## src/nqr_pkg.sv

```systemverilog
// shared constants for the queue management and rebuild assist block
package nqr_pkg;
  // ----------------------------------------------------------------
  // register byte offsets
  // ----------------------------------------------------------------
  localparam logic [7:0] OFF_CTRL = 8'h00;
  localparam logic [7:0] OFF_STAT = 8'h04;
  localparam logic [7:0] OFF_OUTST = 8'h08;
  localparam logic [7:0] OFF_QLOG0 = 8'h0c;
  localparam logic [7:0] OFF_QLOG1 = 8'h10;
  localparam logic [7:0] OFF_QVER = 8'h14;
  localparam logic [7:0] OFF_RBLEN = 8'h18;
  localparam logic [7:0] OFF_RBMASK = 8'h1c;
  localparam logic [7:0] OFF_RBDIS = 8'h20;
  localparam logic [7:0] OFF_QESNS = 8'h24;
  localparam logic [7:0] OFF_QELBA_LO = 8'h28;
  localparam logic [7:0] OFF_QELBA_HI = 8'h2c;
  localparam logic [7:0] OFF_QEFIN_LO = 8'h30;
  localparam logic [7:0] OFF_QEFIN_HI = 8'h34;
  // ----------------------------------------------------------------
  // field positions and reset values
  // ----------------------------------------------------------------
  localparam int CTRL_NCQ_EN = 0;
  localparam int CTRL_RB_EN = 1;
  localparam logic CTRL_NCQ_EN_RST = 1'b1;
  localparam logic CTRL_RB_EN_RST = 1'b0;
  localparam int STAT_WNC = 0;
  localparam int STAT_RNC = 1;
  localparam int STAT_ERR = 2;
  localparam int STAT_QLOG = 3;
  localparam int FEAT_WNC = 4;
  localparam int FEAT_RNC = 5;
  // ----------------------------------------------------------------
  // command encodings and log contents
  // ----------------------------------------------------------------
  localparam logic [3:0] SUB_ABORT = 4'h0;
  localparam logic [3:0] SUB_DEADLINE = 4'h1;
  localparam logic [3:0] ABT_ALL = 4'h0;
  localparam logic [3:0] ABT_STREAM = 4'h1;
  localparam logic [3:0] ABT_NONSTREAM = 4'h2;
  localparam logic [3:0] ABT_SELECTED = 4'h3;
  localparam logic [31:0] QLOG_VERSION = 32'h0000_0001;
  localparam logic [7:0] QM_LOG_ADDR = 8'h12;
  localparam logic [7:0] RB_LOG_ADDR = 8'h15;
  localparam logic [3:0] SENSE_KEY_ABORTED = 4'hb;
  localparam logic [15:0] ASC_MULTI_READ = 16'h1103;
endpackage

```

## src/nqr_core.sv

```systemverilog
// queue management command, its log page and rebuild assist logic
//
// Local design decisions: the address map and the APB register port.
`timescale 1ns/1ps

module nqr_core #(
  parameter int QDEPTH = 32,
  parameter int ELEM_BYTES = 1,
  parameter logic [31:0] ELEM_MASK = 32'h0000_00ff,
  parameter logic [4:0] SUP_ABORT = 5'h1f,
  parameter logic [2:0] SUP_DL = 3'h7
) (
  input wire logic core_clk,
  input wire logic rst,
  input wire logic soft_reset,
  input wire logic psel,
  input wire logic penable,
  input wire logic pwrite,
  input wire logic [7:0] paddr,
  input wire logic [31:0] pwdata,
  output logic [31:0] prdata,
  output logic pready,
  output logic pslverr,
  input wire logic acc_valid,
  input wire logic [4:0] acc_tag,
  input wire logic acc_stream,
  input wire logic done_valid,
  input wire logic [4:0] done_tag,
  input wire logic qm_valid,
  input wire logic [4:0] qm_tag,
  input wire logic [4:0] target_queue_tag,
  input wire logic [7:0] qm_feat,
  output logic sdb_valid,
  output logic [31:0] sdb_act,
  output logic resp_valid,
  output logic resp_err,
  output logic resp_abrt,
  output logic write_not_continue_bit,
  output logic read_not_continue_bit,
  input wire logic sec_valid,
  input wire logic sec_write,
  input wire logic [47:0] sec_lba,
  input wire logic [4:0] sec_elem,
  input wire logic sec_pred,
  input wire logic rebuild_assist_bypass_bit,
  input wire logic sec_last,
  output logic sec_err,
  output logic qlog_valid
);
  // ----------------------------------------------------------------
  // parameter checks
  // ----------------------------------------------------------------
  initial
  begin
    if (QDEPTH < 1 || QDEPTH > 32)
      $error("QDEPTH must be 1 to 32");
    if (ELEM_BYTES < 1 || ELEM_BYTES > 4)
      $error("ELEM_BYTES must be 1 to 4");
  end

  localparam logic [31:0] LEN_MASK = (ELEM_BYTES == 4) ? 32'hffff_ffff :
    ((32'h1 << (8 * ELEM_BYTES)) - 32'h1);
  localparam logic [31:0] EMASK = ELEM_MASK & LEN_MASK;

  logic ncq_en_q;
  logic rb_en_q;
  logic wnc_q;
  logic rnc_q;
  logic err_q;
  logic [31:0] out_q;
  logic [31:0] stream_q;
  logic [31:0] dis_q;
  logic qlog_q;
  logic [47:0] qe_lba_q;
  logic [47:0] qe_fin_q;
  logic [3:0] qe_key_q;
  logic [15:0] qe_asc_q;

  // ----------------------------------------------------------------
  // command decode
  // ----------------------------------------------------------------
  logic [3:0] sub;
  logic [3:0] typ;
  logic bad_tag;
  logic [31:0] sel_mask;
  logic abt_sup;
  logic dl_sup;
  logic qm_ok;
  logic qm_bad;
  logic [31:0] kill;
  logic [31:0] own_bit;

  always_comb
  begin
    sub = qm_feat[3:0];
    typ = qm_feat[7:4];
    own_bit = 32'h1 << qm_tag;
    bad_tag = (qm_tag == target_queue_tag) ||
      (int'(target_queue_tag) >= QDEPTH);
    sel_mask = 32'h0;
    abt_sup = 1'b0;
    unique case (typ)
      nqr_pkg::ABT_ALL:
      begin
        sel_mask = out_q;
        abt_sup = SUP_ABORT[1];
      end
      nqr_pkg::ABT_STREAM:
      begin
        sel_mask = out_q & stream_q;
        abt_sup = SUP_ABORT[2];
      end
      nqr_pkg::ABT_NONSTREAM:
      begin
        sel_mask = out_q & ~stream_q;
        abt_sup = SUP_ABORT[3];
      end
      nqr_pkg::ABT_SELECTED:
      begin
        sel_mask = out_q & (32'h1 << target_queue_tag);
        abt_sup = SUP_ABORT[4];
      end
      default:
      begin
        sel_mask = 32'h0;
        abt_sup = 1'b0;
      end
    endcase
    abt_sup = abt_sup & SUP_ABORT[0];
    // type bits above the two option bits are not defined
    dl_sup = SUP_DL[0] && (qm_feat[7:6] == 2'b00) &&
      (!qm_feat[nqr_pkg::FEAT_WNC] || SUP_DL[1]) &&
      (!qm_feat[nqr_pkg::FEAT_RNC] || SUP_DL[2]);
    qm_ok = 1'b0;
    qm_bad = 1'b0;
    kill = 32'h0;
    if (qm_valid)
    begin
      if (sub == nqr_pkg::SUB_ABORT)
      begin
        qm_ok = ncq_en_q && !bad_tag && abt_sup;
        kill = qm_ok ? sel_mask : 32'h0;
      end
      else if (sub == nqr_pkg::SUB_DEADLINE)
        qm_ok = ncq_en_q && !bad_tag && dl_sup;
      else
      begin
        // unknown subcommand also flushes the whole queue
        kill = out_q;
      end
      qm_bad = !qm_ok;
    end
  end

  // ----------------------------------------------------------------
  // outstanding queue
  // ----------------------------------------------------------------
  logic [31:0] acc_set;
  logic [31:0] done_clr;

  always_comb
  begin
    acc_set = acc_valid ? (32'h1 << acc_tag) : 32'h0;
    done_clr = done_valid ? (32'h1 << done_tag) : 32'h0;
  end

  // a tag accepted alongside the abort is added after the kill
  always_ff @(posedge core_clk)
  begin
    if (rst || soft_reset)
      out_q <= 32'h0;
    else
      out_q <= (out_q & ~kill & ~done_clr) | acc_set;
  end

  always_ff @(posedge core_clk)
  begin
    if (rst)
      stream_q <= 32'h0;
    else if (acc_valid)
      stream_q[acc_tag] <= acc_stream;
  end

  // ----------------------------------------------------------------
  // completion outputs
  // ----------------------------------------------------------------
  always_ff @(posedge core_clk)
  begin
    if (rst)
    begin
      sdb_valid <= 1'b0;
      sdb_act <= 32'h0;
      resp_valid <= 1'b0;
      resp_err <= 1'b0;
      resp_abrt <= 1'b0;
    end
    else
    begin
      resp_valid <= qm_valid;
      resp_err <= qm_bad;
      resp_abrt <= qm_bad;
      sdb_valid <= qm_ok;
      sdb_act <= qm_ok ? (own_bit | kill) : 32'h0;
    end
  end

  // ----------------------------------------------------------------
  // deadline options
  // ----------------------------------------------------------------
  // only the power reset clears these, soft reset leaves them
  always_ff @(posedge core_clk)
  begin
    if (rst)
    begin
      wnc_q <= 1'b0;
      rnc_q <= 1'b0;
    end
    else if (qm_ok && sub == nqr_pkg::SUB_DEADLINE)
    begin
      wnc_q <= qm_feat[nqr_pkg::FEAT_WNC];
      rnc_q <= qm_feat[nqr_pkg::FEAT_RNC];
    end
  end

  assign write_not_continue_bit = wnc_q;
  assign read_not_continue_bit = rnc_q;

  always_ff @(posedge core_clk)
  begin
    if (rst || soft_reset)
      err_q <= 1'b0;
    else if (qm_valid)
      err_q <= qm_bad;
  end

  // ----------------------------------------------------------------
  // rebuild assist sector path
  // ----------------------------------------------------------------
  logic elem_off;
  logic ra_active;
  logic hit;
  logic found_q;
  logic open_q;
  logic [47:0] first_q;
  logic [47:0] last_q;
  logic found_d;
  logic open_d;
  logic [47:0] first_d;
  logic [47:0] last_d;

  always_comb
  begin
    // bypassed reads see media prediction only
    ra_active = rb_en_q && (sec_write || !rebuild_assist_bypass_bit);
    elem_off = ra_active && dis_q[sec_elem];
    hit = sec_pred || elem_off;
    found_d = found_q;
    open_d = open_q;
    first_d = first_q;
    last_d = last_q;
    if (sec_valid && !sec_write && !rebuild_assist_bypass_bit && rb_en_q)
    begin
      if (hit && !found_q)
      begin
        found_d = 1'b1;
        open_d = 1'b1;
        first_d = sec_lba;
        last_d = sec_lba;
      end
      else if (hit && open_q && sec_lba == last_q + 48'h1)
        last_d = sec_lba;
      else
        open_d = 1'b0;
    end
  end

  always_ff @(posedge core_clk)
  begin
    if (rst || soft_reset || (sec_valid && sec_last))
    begin
      found_q <= 1'b0;
      open_q <= 1'b0;
      first_q <= 48'h0;
      last_q <= 48'h0;
    end
    else
    begin
      found_q <= found_d;
      open_q <= open_d;
      first_q <= first_d;
      last_q <= last_d;
    end
  end

  always_ff @(posedge core_clk)
  begin
    if (rst)
      sec_err <= 1'b0;
    else
      sec_err <= sec_valid && hit;
  end

  always_ff @(posedge core_clk)
  begin
    if (rst)
    begin
      qlog_q <= 1'b0;
      qlog_valid <= 1'b0;
      qe_lba_q <= 48'h0;
      qe_fin_q <= 48'h0;
      qe_key_q <= 4'h0;
      qe_asc_q <= 16'h0;
    end
    else
    begin
      qlog_valid <= sec_valid && sec_last && found_d;
      if (sec_valid && sec_last && found_d)
      begin
        qlog_q <= 1'b1;
        qe_key_q <= nqr_pkg::SENSE_KEY_ABORTED;
        qe_asc_q <= nqr_pkg::ASC_MULTI_READ;
        qe_lba_q <= first_d;
        qe_fin_q <= last_d;
      end
    end
  end

  // ----------------------------------------------------------------
  // apb slave, one wait-free access phase, data latched in setup
  // ----------------------------------------------------------------
  logic wr;
  logic [31:0] rd_mux;
  logic rd_bad;

  assign wr = psel && penable && pwrite;
  assign pready = psel && penable;

  always_comb
  begin
    rd_mux = 32'h0;
    rd_bad = 1'b0;
    unique case (paddr)
      nqr_pkg::OFF_CTRL:
      begin
        rd_mux[nqr_pkg::CTRL_NCQ_EN] = ncq_en_q;
        rd_mux[nqr_pkg::CTRL_RB_EN] = rb_en_q;
      end
      nqr_pkg::OFF_STAT:
      begin
        rd_mux[nqr_pkg::STAT_WNC] = wnc_q;
        rd_mux[nqr_pkg::STAT_RNC] = rnc_q;
        rd_mux[nqr_pkg::STAT_ERR] = err_q;
        rd_mux[nqr_pkg::STAT_QLOG] = qlog_q;
      end
      nqr_pkg::OFF_OUTST: rd_mux = out_q;
      // reserved fields stay zero
      nqr_pkg::OFF_QLOG0:
        rd_mux = {27'h0, SUP_ABORT};
      nqr_pkg::OFF_QLOG1: rd_mux = {29'h0, SUP_DL};
      nqr_pkg::OFF_QVER: rd_mux = nqr_pkg::QLOG_VERSION;
      nqr_pkg::OFF_RBLEN:
        rd_mux = 32'(ELEM_BYTES);
      nqr_pkg::OFF_RBMASK: rd_mux = EMASK;
      nqr_pkg::OFF_RBDIS: rd_mux = dis_q;
      nqr_pkg::OFF_QESNS: rd_mux = {12'h0, qe_key_q, qe_asc_q};
      nqr_pkg::OFF_QELBA_LO: rd_mux = qe_lba_q[31:0];
      nqr_pkg::OFF_QELBA_HI: rd_mux = {16'h0, qe_lba_q[47:32]};
      nqr_pkg::OFF_QEFIN_LO: rd_mux = qe_fin_q[31:0];
      nqr_pkg::OFF_QEFIN_HI: rd_mux = {16'h0, qe_fin_q[47:32]};
      default: rd_bad = 1'b1;
    endcase
  end

  always_ff @(posedge core_clk)
  begin
    if (rst)
    begin
      prdata <= 32'h0;
      pslverr <= 1'b0;
    end
    else if (psel && !penable)
    begin
      prdata <= pwrite ? 32'h0 : rd_mux;
      pslverr <= rd_bad;
    end
  end

  always_ff @(posedge core_clk)
  begin
    if (rst)
    begin
      ncq_en_q <= nqr_pkg::CTRL_NCQ_EN_RST;
      rb_en_q <= nqr_pkg::CTRL_RB_EN_RST;
    end
    else if (wr && paddr == nqr_pkg::OFF_CTRL)
    begin
      ncq_en_q <= pwdata[nqr_pkg::CTRL_NCQ_EN];
      rb_en_q <= pwdata[nqr_pkg::CTRL_RB_EN];
    end
  end

  // length and mask have no storage, so writes there fall away
  always_ff @(posedge core_clk)
  begin
    if (rst)
      dis_q <= 32'h0;
    else if (wr && paddr == nqr_pkg::OFF_RBDIS)
      dis_q <= pwdata & EMASK;
  end
endmodule

```

## config.mk

```make
export PLATFORM = sky130hd
export DESIGN_NAME = nqr_core
export DESIGN_NICKNAME = d
export VERILOG_FILES = /design/src/nqr_pkg.sv /design/src/nqr_core.sv
export SDC_FILE = /design/constraint.sdc
export NUM_CORES = 1
export LEC_CHECK = 0
export ABC_AREA = 1
export BUFFER_PORTS_ARGS = -buffer_cell sky130_fd_sc_hd__buf_2
export CORE_MARGIN = 5
export CORE_UTILIZATION = 45
export CTS_CLUSTER_SIZE = 25
export DETAILED_ROUTE_END_ITERATION = 10
export PLACE_DENSITY = 0.73
export SETUP_SLACK_MARGIN = 0.2
export SYNTH_ARGS = -nofsm -noshare
export SYNTH_HDL_FRONTEND = slang
export SYNTH_SLANG_ARGS = --single-unit
```

## constraint.sdc

```tcl
create_clock -name core_clk -period 8.25 [get_ports core_clk]
set_input_delay 0.4125 -clock core_clk [delete_from_list [all_inputs] [get_ports core_clk]]
set_output_delay 0.4125 -clock core_clk [all_outputs]
set_load 0.05 [all_outputs]
```

==> flow_summary.ini, run 1 <==
[cts]
cts_buffers = 39
clockRootBuffer = clkbuf_16
path_clk_slew_ns = 0.06
clk_latency_ns = 0.56
cts-htree-levels = 2
cts_buffer_depth = 3
cts_resized = 0
clock_sinks = 342
tritoncts = done
postCtsHoldBufs = 0
post_cts_buffers = 0

[sta]
period_share = 0.499
clock.fmax_ghz = 0.243
rsz0062_at_grt = false
holdWs_ns = 0.108
worstMarginPinSlew_ns = 1.23
setup_viol = 0
max-slew-margin-rel = 0.179
fin_setup_tns_ns = 0
report.final.slew_viol_count = 0
fin_skew_ns = 0.0274
min_period_ns = 4.12
finalHoldViolations = 0

[worst_hold_path]
hold_start = sec_valid
min_path_type = input port to register
holdPathStages = 3
whs_endpoint = sec_err$_SDFF_PP0_

[layout]
nNetsFinal = 2764
synthToLayoutAreaGrowth_pct = 14.5
layout.cells.non_filler = 3167
postLayoutCellArea_mm2 = 0.0196
drive_above_1_share = 0.114
final_core_util = 0.520

[place]
post-dp-hpwl_um = 44900
portBuffers = 185
dp_cells = 3097
dpl_cell_area_mm2 = 0.0183
place.gp.congestion = 1.00

[synthesis]
synth_largest_area_cell = dfxtp_1
ys_ff_latch = 342
synth_top_area_share = 0.401
synth.most_common_cell = nand2_1
yosys-top-cells-area = dfxtp_1 (40%), nand2_1 (10%), nor2_1 (8.0%)
synth_top_cells_by_count = nand2_1 (477), nor2_1 (364), dfxtp_1 (342)
syn_avg_cell_area_um2 = 6.78
synth_compound_area_frac = 0.159
synth_cell_type_count = 45
synthFlopType = dfxtp_1
synth_top_family_by_area = simple AND/OR/NAND/NOR gates
async_flop_share = 0
synth_edf_count = 0
synthXorXnorAreaFrac = 0.0267
syn_nets = 2658
synthSimpleGateAreaFrac = 0.304
ys_warn_count = 0
syn_area_mm2 = 0.0171
yosys.area_share.adder = 0.000732
syn_inst = 2521
synth_mux_area_frac = 0.0205
yosysSeqAreaShare = 0.401

[detailed_routing]
drt_iter0_drc = 2007
vias = 18100
drc = 0
wirelength_um = 64000
avgRoutedWirePerCell_um = 20.2
drtAntennaViolNets = 0
vias_per_cell = 5.71
dr.pass1.iters = 8

[power_and_ir_drop]
ir_worst_vdd_mv = 0.174
p_leak_nw = 7.77
p_per_area_mw_per_mm2 = 185

[die]
rows = 71
io_pins = 210
initial_core_util = 0.455
die_w_um = 205
die_h_um = 205
core_area_mm2 = 0.0376
dieArea_mm2 = 0.0420

[global_route]
grt_first_pass_wirelength_um = 96700
antenna_found_initial = 1
overflow = 0
grt_max_degree = 99
grt_use_total = 0.295
grt_pass1_vias = 16800

[worst_setup_path]
r2r_end = qe_fin_q[41]$_SDFFE_PP0P_
start_kind = register
cp.required_ns = 8.75
reg2reg_depth = 20
end_kind = register
critPathMaxFanout = 34
reg2reg_slack_ns = 4.13
worstSetupPathType = register to register
crit_arrival_ns = 4.62
r2r_start = last_q[0]$_SDFF_PP0_

[run]
cap_violations = 0

[outcome]
status = finished, final reports clean
[layout make-up]
type | count | area, um2
Fill cell | 3780 | 18000
Multi-Input combinational cell | 1794 | 8800
Sequential cell | 342 | 6850
Clock buffer | 60 | 1200
Timing Repair Buffer | 203 | 1060
Inverter | 247 | 928
Tap cell | 511 | 639
Clock inverter | 9 | 81.3
Antenna cell | 1 | 2.50
[logic make-up (layout without fill, tap and decap cells)]
| family | after synthesis | count (layout) |
|---|---|---|
| simple gates | 1216 | 1216 |
| compound gates | 493 | 493 |
| buf+inv | 385 | 519 |
| flops | 342 | 342 |
| xor+xnor | 49 | 49 |
| mux | 35 | 35 |
| fa+ha+maj | 1 | 1 |
| other cells | 0 | 1 |
[routing by layer]
layer / track usage / vias to the layer above / wire [um]
li1: - / 8545 / -
met1: 0.415 / 8469 / 27400
met2: 0.454 / 911 / 27600
met3: 0.0570 / 150 / 6730
met4: 0.104 / 0 / 2330
met5: 0 / - / 0
[worst max-delay path: stages, from the launching register on]
cell     delay, ns
dfxtp_1       0.49
ha_1          0.30
nand2_1       0.12
nor2_4        0.16
nand2_1       0.17
nor2_4        0.33
nand3_1       0.13
nand2_1       0.09
nand2_1       0.05
nand2_1       0.05
nand2_1       0.04
nor2_1        0.10
nand2_1       0.07
nor2_1        0.26
nand4_4       0.14
nand2_2       0.65
buf_4         0.41
nand2_2       0.08
nand3_1       0.23
nand2_1       0.08
inv_1         0.06
[registers in the layout, summed over array words and instances, names as in the netlist, 8 cells and up]
signal / cells
qe_lba_q: 48
qe_fin_q: 48
last_q: 48
out_q: 32
prdata: 32
first_q: 48
dis_q: 8
sdb_act: 32
stream_q: 32
[power breakdown]
group / internal, mW / switching, mW
clock network: 1.03 / 0.721
registers: 1.66 / 0.00283
logic: 0.0564 / 0.162
[cells in the final DEF, fill, tap and decap left out, types with 4 or more instances in the layout]
| master | Yosys | final |
|---|---|---|
| nand2_1 | 477 | 476 |
| nor2_1 | 364 | 361 |
| dfxtp_1 | 342 | 342 |
| nand3_1 | 258 | 257 |
| a21oi_1 | 247 | 246 |
| inv_1 | 235 | 234 |
| buf_2 | 6 | 185 |
| o21ai_0 | 166 | 165 |
| nand4_1 | 48 | 48 |
| clkbuf_16 | 0 | 41 |
| mux2i_1 | 35 | 35 |
| xnor2_1 | 26 | 26 |
| o221ai_1 | 26 | 26 |
| nor3_1 | 24 | 24 |
| xor2_1 | 21 | 21 |
| buf_4 | 3 | 18 |
| a221oi_1 | 14 | 14 |
| nand2_2 | 13 | 13 |
| o22ai_1 | 13 | 13 |
| nor4_1 | 10 | 10 |
| clkbuf_8 | 0 | 10 |
| nor2_2 | 7 | 9 |
| clkinv_1 | 9 | 9 |
| clkbuf_1 | 112 | 9 |
| o211ai_1 | 8 | 8 |
| nor2_4 | 5 | 6 |
| a22oi_1 | 6 | 6 |
| clkinv_2 | 0 | 5 |
| a22o_1 | 4 | 4 |
[through the flow]
| stage | setup WS [ns] | power, mW |
|---|---|---|
| final | 4.13 | 3.63 |
| after CTS | 4.25 | 3.64 |
| after global placement | 4.30 | 1.90 |
| after global routing | 3.83 | 3.72 |
| after detailed placement | 4.29 | 1.90 |
| after floorplan | 5.67 | 1.81 |
[worst max path at each step]
| stage | cells past startpoint | from | endpoint | slack (ns) |
|---|---|---|---|---|
| 2_1_floorplan | 20 | last_q[0]$_SDFF_PP0_ | qe_fin_q[29]$_SDFFE_PP0P_ | 5.67 |
| 3_3_place_gp | 20 | last_q[0]$_SDFF_PP0_ | qe_fin_q[45]$_SDFFE_PP0P_ | 4.30 |
| 3_5_place_dp | 20 | last_q[0]$_SDFF_PP0_ | qe_fin_q[45]$_SDFFE_PP0P_ | 4.29 |
| 4_1_cts | 20 | last_q[0]$_SDFF_PP0_ | qe_fin_q[37]$_SDFFE_PP0P_ | 4.25 |
| 5_1_grt | 20 | last_q[0]$_SDFF_PP0_ | qe_fin_q[41]$_SDFFE_PP0P_ | 3.83 |
| 6_report | 20 | last_q[0]$_SDFF_PP0_ | qe_fin_q[41]$_SDFFE_PP0P_ | 4.13 |
No activity file was read; power rests on OpenSTA's default activity.
==> run 2, diff against run 1 <==
ABC_AREA = 0   (was 1)
clock period = 4.3 ns   (was 8.25 ns; I/O delays follow)
==> run 2 against run 1 <==
Net effect: die area barely moved; cell count shrank 14%; largest cell class unchanged; clock power rose by 99%; critical path type unchanged.
==> flow_summary.ini, run 2 <==
[outcome]
status = finished, final reports clean

[sta]
min_period_ns = 3.84
finalHoldViolations = 0
period_share = 0.894
report.final.slew_viol_count = 0
setup_viol = 0
fin_setup_tns_ns = 0
rsz0062_at_grt = false
clock.fmax_ghz = 0.260
max-slew-margin-rel = 0.169
worstMarginPinSlew_ns = 1.24
fin_skew_ns = 0.0168

[place]
dp_cells = 2640
portBuffers = 185
place.gp.congestion = 0.930
dpl_cell_area_mm2 = 0.0184
post-dp-hpwl_um = 45200

[die]
core_area_mm2 = 0.0376
die_w_um = 205
io_pins = 210
initial_core_util = 0.454
die_h_um = 205
rows = 71
dieArea_mm2 = 0.0419

[synthesis]
synth_top_area_share = 0.401
synth_top_cells_by_count = dfxtp_1 (342), nor2_1 (311), a21oi_1 (189)
yosysSeqAreaShare = 0.401
synth_top_family_by_area = compound AO/OA/AOI/OAI gates
synth_largest_area_cell = dfxtp_1
syn_avg_cell_area_um2 = 8.24
ys_ff_latch = 342
ys_warn_count = 0
synth.most_common_cell = dfxtp_1
synth_cell_type_count = 73
synth_edf_count = 0
synthSimpleGateAreaFrac = 0.226
yosys.area_share.adder = 0.000733
syn_nets = 2208
synth_mux_area_frac = 0.0435
synthXorXnorAreaFrac = 0.0328
yosys-top-cells-area = dfxtp_1 (40%), nor2_1 (6.8%), a21oi_1 (5.5%)
syn_area_mm2 = 0.0171
synth_compound_area_frac = 0.250
async_flop_share = 0
syn_inst = 2071
synthFlopType = dfxtp_1

[power_and_ir_drop]
internal-power_mw = 5.44
p_leak_nw = 6.59
swShare = 0.239
p_per_area_mw_per_mm2 = 358
p_total_mw = 7.15
ir_worst_vdd_mv = 0.324
clkPwrFrac = 0.487
share_comb_of_total_power = 0.068
p_sw_mw = 1.71
seq_power_share = 0.445

[cts]
clockRootBuffer = clkbuf_16
post_cts_buffers = 0
clock_sinks = 342
cts-htree-levels = 2
tritoncts = done
clk_latency_ns = 0.55
path_clk_slew_ns = 0.06
cts_buffers = 39
cts_buffer_depth = 3

[worst_setup_path]
worstSetupPathType = register to register
end_kind = register
start_kind = register
crit_arrival_ns = 4.23
critPathMaxFanout = 37
cp.required_ns = 4.69

[detailed_routing]
avgRoutedWirePerCell_um = 22.5
drc = 0
wirelength_um = 61600
vias = 16900
drtAntennaViolNets = 0
drt_iter0_drc = 1981
vias_per_cell = 6.19
dr.pass1.iters = 5

[run]
cap_violations = 0

[layout]
final_common_cell = dfxtp_1
layout.cells.non_filler = 2735
synthToLayoutAreaGrowth_pct = 17.0
postLayoutCellArea_mm2 = 0.0200
nNetsFinal = 2331
drive_above_1_share = 0.170
fillCellCount = 3450
layout_common_cells = dfxtp_1 (342), nor2_1 (307), a21oi_1 (189)

[global_route]
antenna_found_initial = 0
grt_use_total = 0.286
overflow = 0
grt_pass1_vias = 15800
grt_first_pass_wirelength_um = 94400
grt_max_degree = 99

[worst_hold_path]
min_path_type = input port to register
## run 2: final timing paths
kind | cells past startpoint | from | to | slack (ns)
hold / removal | 3 | sec_lba[31] | last_q[31]$_SDFF_PP0_ | 0.02
hold reg to reg | 2 | prdata[0]$_SDFFE_PP0P_ | prdata[0]$_SDFFE_PP0P_ | 0.46
setup reg to reg | 11 | last_q[1]$_SDFF_PP0_ | qe_fin_q[8]$_SDFFE_PP0P_ | 0.46
setup / recovery | 11 | last_q[1]$_SDFF_PP0_ | qe_fin_q[8]$_SDFFE_PP0P_ | 0.46
## run 2: timing repair
action,4_1_cts,5_1_grt
endpoints found under the setup margin,0,67
hold buffers,24,0
resized for setup,0,2
endpoints found under the hold margin,38,0
## run 2: cell type report
class,count,area (um2),share of cell area
timing repair buffer,248,1540,0.0771
inverter,26,97.6,0.00489
tap,511,639,0.0320
clock inverter,13,175,0.00877
clock buffer,56,1160,0.0582
antenna,2,5.00,0.000251
multi-input combinational,1537,9510,0.476
sequential,342,6850,0.343
## run 2: metal layers
layer  wire [um]  vias to the layer above  GRT usage  share of wire
met4        3000                        0      0.133          0.049
met1       25500                     8040      0.389           0.41
met2       27800                      857      0.448           0.45
li1            -                     7904          -              -
met5           0                        -          0              0
met3        5350                      141     0.0459          0.087
## run 2: per-stage QoR
step	hold slack, ns	util	setup WS, ns
finish	0.0153	0.532	0.456
global route	0.0142	0.531	0.210
CTS	0.00116	0.531	0.450
detailed placement	0.444	0.489	0.454
global placement	0.438	0.489	0.460
floorplan	0.333	-	1.02
## run 2: critical path, cell delays in order, from the launching register on
cell       delay [ns]
dfxtp_1          0.41
ha_1             0.25
nand3_2          0.15
nor4_1           0.54
and4_1           0.39
o2111ai_1        0.14
a221oi_1         0.38
nand4_1          0.24
or4_4            0.66
buf_12           0.25
nand3_1          0.15
a311oi_1         0.12
## run 2: cell families after synthesis
family | after synthesis
AND/OR/NAND/NOR | 781
AO/OA/AOI/OAI | 618
flip-flops | 342
buffers and inverters | 192
multiplexers | 73
XOR/XNOR | 64
adder cells (fa/ha/maj) | 1
## run 2: power by group through the flow
stage	Combinational [mW]	Sequential (mW)	Clock, mW
after floorplan	0.249	3.26	0
after global placement	0.447	3.25	0
after detailed placement	0.454	3.25	0
after CTS	0.472	3.18	3.52
after global routing	0.515	3.18	3.67
final	0.485	3.18	3.49
